[src/inc/eam_pkg.sv]
// Package of constants and types for the exclusive access monitor.
package eam_pkg;

   // ---------------------------------------------------------------
   // Operation encodings
   // ---------------------------------------------------------------
   // Width of the operation code presented by the core.
   localparam int OP_W = 3;
   // No exclusive operation this cycle.
   localparam logic [2:0] OP_NONE = 3'h0;
   // Load exclusive word.
   localparam logic [2:0] OP_LOAD_EXCLUSIVE_WORD = 3'h1;
   // Load exclusive halfword.
   localparam logic [2:0] OP_LOAD_EXCLUSIVE_HALF = 3'h2;
   // Load exclusive byte.
   localparam logic [2:0] OP_LOAD_EXCLUSIVE_BYTE = 3'h3;
   // Store exclusive word.
   localparam logic [2:0] OP_STORE_EXCLUSIVE_WORD = 3'h4;
   // Store exclusive halfword.
   localparam logic [2:0] OP_STORE_EXCLUSIVE_HALF = 3'h5;
   // Store exclusive byte.
   localparam logic [2:0] OP_STORE_EXCLUSIVE_BYTE = 3'h6;
   // Clear exclusive.
   localparam logic [2:0] OP_CLEAR_EXCLUSIVE = 3'h7;

   // ---------------------------------------------------------------
   // Access sizes
   // ---------------------------------------------------------------
   // Size codes reported with a tagged access.
   localparam logic [1:0] SIZE_BYTE = 2'h0;
   localparam logic [1:0] SIZE_HALF = 2'h1;
   localparam logic [1:0] SIZE_WORD = 2'h2;

   // ---------------------------------------------------------------
   // Reset values and exception states
   // ---------------------------------------------------------------
   // Local tag value after reset.
   localparam logic LOCAL_TAG_RST = 1'b0;

   // State of one exception, encoded 0, 1 and 3.
   typedef enum logic [1:0] {
      EAM_EXC_INACTIVE = 2'h0,
      EAM_EXC_PENDING = 2'h1,
      EAM_EXC_ACTIVE = 2'h3
   } eam_exc_state_type;

endpackage

[src/hw/eam_exc_state.sv]
// State tracker for the exceptions seen by the exclusive access monitor.
`timescale 1ns/1ps
`default_nettype none

module eam_exc_state
   import eam_pkg::*;
#(
   parameter int NUM_EXC = 8
) (
   input wire logic clk_sys_i,
   input wire logic srst_i,
   input wire logic [NUM_EXC-1:0] irq_hw_i,
   input wire logic [NUM_EXC-1:0] irq_sw_i,
   input wire logic [NUM_EXC-1:0] take_i,
   input wire logic [NUM_EXC-1:0] done_i,
   output logic [NUM_EXC-1:0] pending_o,
   output logic [NUM_EXC-1:0] active_o
);

   // State of each exception.
   eam_exc_state_type state_ff [NUM_EXC];
   // Next state of each exception.
   eam_exc_state_type nxt_state [NUM_EXC];
   // Pending and active flags, registered so that each output leaves a flip-flop.
   logic [NUM_EXC-1:0] pending_ff;
   logic [NUM_EXC-1:0] active_ff;
   logic [NUM_EXC-1:0] nxt_pending;
   logic [NUM_EXC-1:0] nxt_active;

   // ---------------------------------------------------------------
   // Next state
   // ---------------------------------------------------------------
   // Each exception holds exactly one state; requests make it pending.
   always_comb begin
      for (int i = 0; i < NUM_EXC; i++) begin
         nxt_state[i] = state_ff[i];
         case (state_ff[i])
            EAM_EXC_INACTIVE: begin
               // A hardware or software request makes it pending.
               if (irq_hw_i[i] || irq_sw_i[i]) begin
                  nxt_state[i] = EAM_EXC_PENDING;
               end
            end
            EAM_EXC_PENDING: begin
               // The core services the waiting exception.
               if (take_i[i]) begin
                  nxt_state[i] = EAM_EXC_ACTIVE;
               end
            end
            EAM_EXC_ACTIVE: begin
               // Return from the handler leaves it inactive.
               if (done_i[i]) begin
                  nxt_state[i] = EAM_EXC_INACTIVE;
               end
            end
            default: begin
               nxt_state[i] = EAM_EXC_INACTIVE;
            end
         endcase
         // Flags follow the next state so they match the state register.
         nxt_pending[i] = (nxt_state[i] == EAM_EXC_PENDING);
         nxt_active[i] = (nxt_state[i] == EAM_EXC_ACTIVE);
      end
   end

   // ---------------------------------------------------------------
   // State registers
   // ---------------------------------------------------------------
   // Registers the states; reset leaves all inactive.
   always_ff @(posedge clk_sys_i) begin
      for (int i = 0; i < NUM_EXC; i++) begin
         if (srst_i) begin
            state_ff[i] <= EAM_EXC_INACTIVE;
            pending_ff[i] <= 1'b0;
            active_ff[i] <= 1'b0;
         end else begin
            state_ff[i] <= nxt_state[i];
            pending_ff[i] <= nxt_pending[i];
            active_ff[i] <= nxt_active[i];
         end
      end
   end

   // State flags, each straight from its own register.
   assign pending_o = pending_ff;
   assign active_o = active_ff;

endmodule

`default_nettype wire

[src/hw/eam_monitor.sv]
// Exclusive access monitor with local and global tags and exception states.
`timescale 1ns/1ps
`default_nettype none

// Operation
// Exclusive load sets the local tag.
// Global tag kept per addressed location.
// Clear exclusive removes the local tag.
// Any exclusive store removes local tag; the code clears it only on stores from CPU index 0.
// Any exception removes the local tag.
// Clear exclusive leaves global tags untouched.
// Store or exception clears all own tags.
// Exclusive store returns a success status.
// Word, halfword and byte exclusive loads.
// Each exception holds one state; inactive.
// Pending means waiting for service.
// Hardware or software request makes pending.
// Reset clears tag, exceptions start inactive.
module eam_monitor
   import eam_pkg::*;
#(
   parameter int ADDR_W = 32,
   parameter int NUM_CPU = 2,
   parameter int CPU_W = 1,
   parameter int NUM_EXC = 8
) (
   input wire logic clk_sys_i,
   input wire logic srst_i,
   input wire logic op_valid_i,
   input wire logic [OP_W-1:0] op_code_i,
   input wire logic [ADDR_W-1:0] op_addr_i,
   input wire logic [CPU_W-1:0] op_cpu_i,
   input wire logic [NUM_EXC-1:0] irq_hw_i,
   input wire logic [NUM_EXC-1:0] irq_sw_i,
   input wire logic [NUM_EXC-1:0] exc_take_i,
   input wire logic [NUM_EXC-1:0] exc_done_i,
   output logic local_tag_o,
   output logic [ADDR_W-1:0] tag_addr_o,
   output logic [1:0] tag_size_o,
   output logic [NUM_CPU-1:0] global_tag_o,
   output logic store_done_o,
   output logic store_fail_o,
   output logic [NUM_EXC-1:0] exc_pending_o,
   output logic [NUM_EXC-1:0] exc_active_o
);

   // ---------------------------------------------------------------
   // Functions
   // ---------------------------------------------------------------
   // True for any of the three exclusive load sizes.
   function automatic logic is_load(input logic [OP_W-1:0] op);
      is_load = (op == OP_LOAD_EXCLUSIVE_WORD) || (op == OP_LOAD_EXCLUSIVE_HALF)
         || (op == OP_LOAD_EXCLUSIVE_BYTE);
   endfunction

   // True for any of the three exclusive store sizes.
   function automatic logic is_store(input logic [OP_W-1:0] op);
      is_store = (op == OP_STORE_EXCLUSIVE_WORD) || (op == OP_STORE_EXCLUSIVE_HALF)
         || (op == OP_STORE_EXCLUSIVE_BYTE);
   endfunction

   // Access size of an exclusive operation.
   function automatic logic [1:0] op_size(input logic [OP_W-1:0] op);
      case (op)
         OP_LOAD_EXCLUSIVE_BYTE, OP_STORE_EXCLUSIVE_BYTE: op_size = SIZE_BYTE;
         OP_LOAD_EXCLUSIVE_HALF, OP_STORE_EXCLUSIVE_HALF: op_size = SIZE_HALF;
         default: op_size = SIZE_WORD;
      endcase
   endfunction

   // ---------------------------------------------------------------
   // Local monitor state
   // ---------------------------------------------------------------
   // Local tag of the processor owning this monitor, CPU index 0.
   logic local_tag_ff;
   logic nxt_local_tag;
   // Address and size recorded by the last own exclusive load.
   logic [ADDR_W-1:0] tag_addr_ff;
   logic [ADDR_W-1:0] nxt_tag_addr;
   logic [1:0] tag_size_ff;
   logic [1:0] nxt_tag_size;
   // Global tag per processor, each over its own address.
   logic [NUM_CPU-1:0] gtag_ff;
   logic [NUM_CPU-1:0] nxt_gtag;
   logic [ADDR_W-1:0] gaddr_ff [NUM_CPU];
   logic [ADDR_W-1:0] nxt_gaddr [NUM_CPU];
   // Store result registers.
   logic store_done_ff;
   logic nxt_store_done;
   logic store_fail_ff;
   logic nxt_store_fail;
   // Any exception taken this cycle.
   logic exc_any;
   // Decoded operation strobes.
   logic do_load;
   logic do_store;
   logic do_clear;
   // Local operation, i.e. from the owning processor.
   logic own_op;
   // Store passes both local and global checks.
   logic store_ok;

   // Operation decode.
   always_comb begin
      exc_any = |exc_take_i;
      do_load = op_valid_i && is_load(op_code_i);
      do_store = op_valid_i && is_store(op_code_i);
      do_clear = op_valid_i && (op_code_i == OP_CLEAR_EXCLUSIVE);
      own_op = (op_cpu_i == '0);
      store_ok = local_tag_ff && (tag_addr_ff == op_addr_i)
         && gtag_ff[op_cpu_i] && (gaddr_ff[op_cpu_i] == op_addr_i);
   end

   // ---------------------------------------------------------------
   // Next-state logic of the tags
   // ---------------------------------------------------------------
   // An exception clears own tags; else the operation decides.
   always_comb begin
      nxt_local_tag = local_tag_ff;
      nxt_tag_addr = tag_addr_ff;
      nxt_tag_size = tag_size_ff;
      nxt_gtag = gtag_ff;
      nxt_store_done = 1'b0;
      nxt_store_fail = 1'b0;
      for (int c = 0; c < NUM_CPU; c++) begin
         nxt_gaddr[c] = gaddr_ff[c];
      end
      if (exc_any) begin
         // An exception drops local and own global tags.
         nxt_local_tag = 1'b0;
         nxt_gtag[0] = 1'b0;
      end else if (do_load) begin
         // Tag the location globally for the issuing processor.
         nxt_gtag[op_cpu_i] = 1'b1;
         nxt_gaddr[op_cpu_i] = op_addr_i;
         if (own_op) begin
            // Exclusive load by this processor sets the local tag.
            nxt_local_tag = 1'b1;
            nxt_tag_addr = op_addr_i;
            nxt_tag_size = op_size(op_code_i);
         end
      end else if (do_store) begin
         // Report the result, then drop the issuer's tags.
         nxt_store_done = 1'b1;
         nxt_store_fail = !(store_ok && own_op) && !(!own_op && gtag_ff[op_cpu_i]
            && gaddr_ff[op_cpu_i] == op_addr_i);
         nxt_gtag[op_cpu_i] = 1'b0;
         if (own_op) begin
            nxt_local_tag = 1'b0;
         end
         // A successful write steals the location from other tags.
         if (!nxt_store_fail) begin
            for (int c = 0; c < NUM_CPU; c++) begin
               if (gaddr_ff[c] == op_addr_i) begin
                  nxt_gtag[c] = 1'b0;
               end
            end
         end
      end else if (do_clear && own_op) begin
         // Clear exclusive touches the local tag only.
         nxt_local_tag = 1'b0;
      end
   end

   // ---------------------------------------------------------------
   // Tag registers
   // ---------------------------------------------------------------
   // Registers the tags and the store result.
   always_ff @(posedge clk_sys_i) begin
      if (srst_i) begin
         local_tag_ff <= LOCAL_TAG_RST;
         tag_addr_ff <= '0;
         tag_size_ff <= SIZE_WORD;
         gtag_ff <= '0;
         store_done_ff <= 1'b0;
         store_fail_ff <= 1'b0;
         for (int c = 0; c < NUM_CPU; c++) begin
            gaddr_ff[c] <= '0;
         end
      end else begin
         local_tag_ff <= nxt_local_tag;
         tag_addr_ff <= nxt_tag_addr;
         tag_size_ff <= nxt_tag_size;
         gtag_ff <= nxt_gtag;
         store_done_ff <= nxt_store_done;
         store_fail_ff <= nxt_store_fail;
         for (int c = 0; c < NUM_CPU; c++) begin
            gaddr_ff[c] <= nxt_gaddr[c];
         end
      end
   end

   // ---------------------------------------------------------------
   // Exception states
   // ---------------------------------------------------------------
   // Per-exception tracker, outputs come from its state flops.
   eam_exc_state #(
      .NUM_EXC(NUM_EXC)
   ) u_exc (
      .clk_sys_i(clk_sys_i),
      .srst_i(srst_i),
      .irq_hw_i(irq_hw_i),
      .irq_sw_i(irq_sw_i),
      .take_i(exc_take_i),
      .done_i(exc_done_i),
      .pending_o(exc_pending_o),
      .active_o(exc_active_o)
   );

   // Outputs straight from registers.
   assign local_tag_o = local_tag_ff;
   assign tag_addr_o = tag_addr_ff;
   assign tag_size_o = tag_size_ff;
   assign global_tag_o = gtag_ff;
   assign store_done_o = store_done_ff;
   assign store_fail_o = store_fail_ff;
endmodule

`default_nettype wire

[config.mk]
export PLATFORM = sky130hd
export DESIGN_NAME = eam_monitor
export DESIGN_NICKNAME = d
export VERILOG_FILES = /design/src/inc/eam_pkg.sv /design/src/hw/eam_exc_state.sv /design/src/hw/eam_monitor.sv
export SDC_FILE = /design/constraint.sdc
export NUM_CORES = 1
export LEC_CHECK = 0
export ABC_AREA = 1
export BUFFER_PORTS_ARGS = -buffer_cell sky130_fd_sc_hd__buf_2
export CELL_PAD_IN_SITES_DETAIL_PLACEMENT = 0
export CELL_PAD_IN_SITES_GLOBAL_PLACEMENT = 1
export CORE_ASPECT_RATIO = 1.5
export CORE_MARGIN = 10
export CORE_UTILIZATION = 38
export CTS_CLUSTER_DIAMETER = 150
export DETAILED_ROUTE_END_ITERATION = 8
export PLACE_DENSITY = 0.81
export SYNTH_ARGS = -nofsm -noshare
export SYNTH_HDL_FRONTEND = slang
export SYNTH_SLANG_ARGS = --single-unit
[constraint.sdc]
create_clock -name clk_sys_i -period 1.5 [get_ports clk_sys_i]
set_input_delay 0 -clock clk_sys_i [delete_from_list [all_inputs] [get_ports clk_sys_i]]
set_output_delay 0 -clock clk_sys_i [all_outputs]
set_load 0.005 [all_outputs]
=== Word-level counts from Yosys, hierarchy flattened ===
Memory sizes are Yosys's and may differ from the RTL's.
Index checks and enable logic that the tools add are counted.

* Register bits: 55
* RAM bits: 80
* Input bits: 71
* Output and inout port bits: 55
* Word-level logic and storage cells: 189
* Memories: 2

* Order comparisons: 4
* Equality and inequality tests: 45
* Mux-type cells: 66
* Bitwise logic cells: 17
* Reductions and logical operators: 46

{| class="wikitable"
|+ Memory list
! name !! words !! width !! rd ports !! clocked after memory_dff !! write ports !! RTL line !! source
|-
| gaddr_ff || 2 || 32 || 3 || 0 || 2 || eam_monitor.sv:85 || <nowiki>logic [ADDR_W-1:0] gaddr_ff [NUM_CPU];</nowiki>
|-
| u_exc.state_ff || 8 || 2 || 8 || 0 || 8 || eam_exc_state.sv:21 || <nowiki>eam_exc_state_type state_ff [NUM_EXC];</nowiki>
|}

{| class="wikitable"
|+ Operators with widths
! kind !! number
|-
| 32-bit equality test || 4
|-
| 64-bit 2-to-1 mux || 2
|-
| 32-bit 2-to-1 mux || 3
|-
| 2-bit 2-to-1 mux || 35
|-
| 64-bit bitwise mux || 1
|-
| 2-bit case mux with 3 select lines || 8
|-
| 32-bit demux with 1-bit select || 1
|-
| 2-bit by 1-bit equality test with 1-bit output (second input constant) || 16
|-
| 2-bit equality test (second input constant) || 16
|-
| 2-bit logical NOT || 8
|-
| 1-bit 2-to-1 mux || 14
|-
| 1-bit logical AND || 13
|-
| 3-bit equality test (second input constant) || 4
|-
| 1-bit logical OR || 12
|-
| 11-bit OR reduction || 1
|-
| 1-bit bitwise OR || 10
|-
| 10-bit OR reduction || 1
|-
| 9-bit OR reduction || 1
|-
| 8-bit OR reduction || 1
|-
| 3-bit by 2-bit equality test with 1-bit output (second input constant) || 2
|-
| 3-bit AND reduction || 2
|-
| 2-bit inequality test (second input constant) || 2
|-
| 2-bit case mux with 2 select lines || 1
|-
| 2-bit OR reduction || 2
|-
| other kinds (15) || 18
|}

=== Logic depth before layout (Yosys ltp) ===
* Depth after elaboration: 10
* Mapped depth: 15
* Gate-level depth less buffers: 13

=== Modules after synthesis ===
Synthesis repeated with hierarchy kept, for this count alone.

* Cells, all modules: 855
* Area, all modules: 5634.2 µm²

{| class="wikitable"
|+ By module, submodules not included
! module !! instances !! cells an instance !! area an instance (µm²) !! sequential area each (µm²)
|-
| eam_monitor || 1 || 712 || 4511.8 || 1421.4
|-
| eam_exc_state || 1 || 143 || 1122.3 || 640.6
|}

=== Least setup slack after synthesis ===
No wires, ideal clock.

* Kind: register to register
* Start point: register tag_addr_ff[18] (netlist: tag_addr_o[18])
* End point: register gtag_ff[1] (netlist: global_tag_o[1])
* Setup time: 0.119 ns
* Data arrival time: 1.159 ns
* Data required time: 1.381 ns
* Path slack: 0.222 ns
* Cell stages (with the launch flop): 14
* Path buffers: 0
* Clock period less this slack: 1.278 ns
* Path through: dfxtp_1 > inv_1 > nand2_1 > nand2_1 > nand2_1 > nand2_1 > nor2_1 > nand2_1 > nor2_1 > nand2_1 > nor2_2 > nand3_1 > nand2_1 > a21oi_1

* Word-level cells in the longest chain between the ends: 10

{| class="wikitable"
|+ Ends and longest elaborated chain
! what !! RTL line !! source
|-
| start, declared || eam_monitor.sv:78 || <nowiki>logic [ADDR_W-1:0] tag_addr_ff;</nowiki>
|-
| start signal, assigned || eam_monitor.sv:182 || <nowiki>tag_addr_ff <= nxt_tag_addr;</nowiki>
|-
| 32-bit equality test || eam_monitor.sv:110 || <nowiki>store_ok = local_tag_ff && (tag_addr_ff == op_addr_i)</nowiki>
|-
| 1-bit logical AND || eam_monitor.sv:110 ||
|-
| 1-bit logical AND (2 in a row) || eam_monitor.sv:111 || <nowiki>&& gtag_ff[op_cpu_i] && (gaddr_ff[op_cpu_i] == op_addr_i);</nowiki>
|-
| 1-bit logical AND || eam_monitor.sv:145 || <nowiki>nxt_store_fail = !(store_ok && own_op) && !(!own_op && gtag_ff[op_cpu_i]</nowiki>
|-
| 1-bit logical NOT || eam_monitor.sv:145 ||
|-
| 1-bit logical AND || eam_monitor.sv:145 ||
|-
| 2-bit 2-to-1 mux || eam_monitor.sv:152 || <nowiki>if (!nxt_store_fail) begin</nowiki>
|-
| 2-bit 2-to-1 mux || eam_monitor.sv:142 || <nowiki>end else if (do_store) begin</nowiki>
|-
| 2-bit 2-to-1 mux || eam_monitor.sv:132 || <nowiki>end else if (do_load) begin</nowiki>
|-
| end signal, assigned || eam_monitor.sv:184 || <nowiki>gtag_ff <= nxt_gtag;</nowiki>
|-
| end, declared || eam_monitor.sv:83 || <nowiki>logic [NUM_CPU-1:0] gtag_ff;</nowiki>
|}

Every way passes these cells. The select of a mux whose other input is x is not followed.
A chain may end at the register's enable or synchronous reset.

==> metrics.md <==
| Metric | Value |
|---|---|
| Drc violations | `0` |
| Most frequent cells in the layout | `nand2_1 (301), buf_2 (124), inv_1 (84), a21oi_1 (79), dfxtp_1 (71)` |
| Final TNS setup | `-0.00531 ns` |
| Worst Path Required | `1.74 ns` |
| Commonest non-fill, non-tap cell in the layout | `nand2_1` |
| Worst-path fanout max | `2` |
| Design Area, Final | `approximately 0.0076 sq mm` |
| First drt pass iteration count | `5` |
| Clock Tree Buf Depth | `2` |
| Via density | `between 4 and 5` |
| Reg2Reg Depth | `9` |
| Relative max-transition margin | `approximately 78%` |
| First-pass GRT wire length | `28.0 mm` |
| Synth Area per Inst | `6.45 sq um` |
| Clock share of power | `42.3%` |
| Rows | `53` |
| Hold Path Depth | `5` |
| Via count | `5,964` |
| Fin. Hold Viols | `0` |
| Inst Count DP | `1,186` |
| IO buf count | `125` |
| TritonCTS Sinks | `103` |
| Reg power frac | `between 40 and 50%` |
| DP HPWL | `about 13 mm` |
| # IOs | `approximately 130` |
| Leakage | `0.00366 uW` |
| Switching share of total power | `25.3%` |
| Ant. Diodes | `0` |
| Fin cells | `1,255` |
| CTS Buf Count | `9` |
| Area Growth Syn to Fin | `38.9%` |
| Logic pwr share | `13.3%` |
| Total GRT Usage | `around 17%` |
| Register area share after synthesis | `37.5%` |
| Failing checks | `negative setup slack` |
| Overflow left after global routing | `0` |
| CTS root buf | `clkbuf_16` |
| Status | `complete, but fails checks` |
| Die height | `167 um` |
| Pre-CTS setup slack | `-0.101 ns` |
| Routed Wire Length | `17.8 mm` |
| # nets final | `1,129` |
| CTS tree | `done` |
| Post-Synthesis Cells | `between 800 and 900` |
| Clk slew on worst S/H paths | `about 0.07 ns` |
| Cell Area, Placed | `0.00663 sq mm` |
| Worst endpoint data arrival time | `1.75 ns` |
| Die footprint | `0.0198 sq mm` |
| Initial antenna violation count | `0` |
| Yosys cell types | `27` |
| Least-Margin Pin Slew | `0.327 ns` |
| Period utilization | `100%` |
| DRT iter0 DRCs | `approximately 230` |
| PwrDens | `834 mW/mm^2` |
| Worst Hold Class | `in2reg` |
| H-tree depth | `3` |
| Final Slew Violations | `0` |
| Final setup vio count | `1` |
| Final core utilization | `between 50% and 60%` |
| Vias in the first global route | `5,799` |
| Pint | `4760 uW` |
| VDD IR-drop max | `0.000603 V` |
| Max-cap violations | `0` |
| Synthesized flop and latch total | `103` |
| Worst setup path class | `reg2reg` |
| Crit end category | `flop` |
| Worst skew pair latency | `0.35 ns` |
| P_sw | `1610 uW` |
| RSZ-0062 raised after global routing | `yes` |
| Routability congestion estimate from global placement | `between 0.8 and 0.9` |
| Starting Density | `38.9%` |
| Largest net degree at the start of global routing | `47` |
| Filler cells | `1,416` |
| FMAX | `around 660 MHz` |
| Clk_skew | `0.00870 ns` |
| ANT nets after route | `0` |
| Worst Slack Setup Final | `-0.00531 ns` |
| Die Width | `118 um` |
| Netlist Area Pre-Place | `~0.0055 sq mm` |
| CP startpoint kind | `flop` |
| Syn_nets | `923` |
| Wire per inst | `approximately 14 um` |
| Post-layout min period | `1.51 ns` |
| Share of cells above drive strength 1 | `23.8%` |
| Core area | `0.0141 sq mm` |
| Syn. warnings | `0` |
-- cells in the mapped netlist, drive strengths merged --
cell,number,area share (%)
dfxtp,103,37
a21boi,1,0.14
nor2,68,4.7
nand2,311,21
nand3b,1,0.14
buf,21,2.7
a211oi,1,0.14
nor3b,1,0.14
nor3,5,0.66
o21ai,54,4.9
nor4,1,0.39
a21oi,80,7.3
o21a,2,0.27
and2,1,0.11
xnor2,44,7.0
o21bai,3,0.41
inv,89,6.1
clkinv,1,0.068
nand3,46,4.2
xor2,3,0.48
nand4,7,0.80
clkbuf,9,0.61
-- metal layers --
metal  track usage, %  wire [um]  part of all wire (%)
met2             31.5       9030                    51
met1             18.0       7170                    40
met5                0          0                     0
met4             5.23        373                   2.1
met3             5.79       1230                   6.9
-- worst max-delay path: stages, from the launching register on --
cell	delay [ns]
dfxtp_1	0.31
buf_4	0.13
xnor2_1	0.13
nand4_1	0.17
nor2_1	0.22
nand2_1	0.09
nor2_1	0.14
nand3_1	0.09
nand2_1	0.06
a21oi_1	0.05
-- flip-flops by register name (all words and copies together) (netlist names) --
register,count
u_exc.pending_o,8
gaddr_ff,32
store_done_o,1
u_exc.active_o,8
tag_addr_o,32
tag_size_o,2
local_tag_o,1
global_tag_o,2
store_fail_o,1
u_exc.state_ff,16
-- worst paths after layout --
kind,from,end,slack (ns)
worst max-delay path,gaddr_ff[1][3],global_tag_o[1],-0.005
worst min-delay path,op_code_i[2],tag_size_o[1],0.005
worst max register to register,gaddr_ff[1][3],global_tag_o[1],-0.005
worst min register to register,gaddr_ff[1][1],gaddr_ff[1][1],0.48
-- power groups by stage --
stage | sequential, uW | clock (uW) | combinational, uW
after CTS | 2830 | 2770 | 844
final | 2820 | 2700 | 847
after global routing | 2830 | 2880 | 949
after detailed placement | 2890 | 0 | 736
after floorplan | 2900 | 0 | 391
after global placement | 2890 | 0 | 734
-- stage by stage --
| step | power (uW) | hold WS (ns) |
|---|---|---|
| global route | 6660 | 0.0201 |
| global placement | 3630 | 0.246 |
| detailed placement | 3630 | 0.244 |
| floorplan | 3290 | 0.141 |
| CTS | 6450 | 0.00275 |
| finish | 6370 | 0.00502 |
-- what timing repair did --
item,in CTS,in global routing
setup buffers,0,3
gates cloned,0,1
endpoints found under the setup margin,3,45
hold endpoints to repair,79,0
pin swaps,0,12
gates resized for setup,9,56
hold buffers,50,0
-- final cells by class --
class / count / area (sq um) / area share, %
clock buffer: 11 / 253 / 3.31
clock inverter: 5 / 86.3 / 1.13
inverter: 90 / 338 / 4.42
multi-input combinational: 629 / 3000 / 39.2
sequential: 103 / 2110 / 27.6
tap: 192 / 240 / 3.15
timing repair buffer: 225 / 1610 / 21.1
-- cell families (layout without fill, tap and decap cells) --
logic type	count (synthesis)	after routing	share of synthesized area, %
flip-flops	103	103	37.5
XOR/XNOR	47	47	7.49
buffers and inverters	120	331	9.49
AND/OR/NAND/NOR	441	441	32.4
AO/OA/AOI/OAI	141	141	13.2
Power figures use the tool's default switching activity.
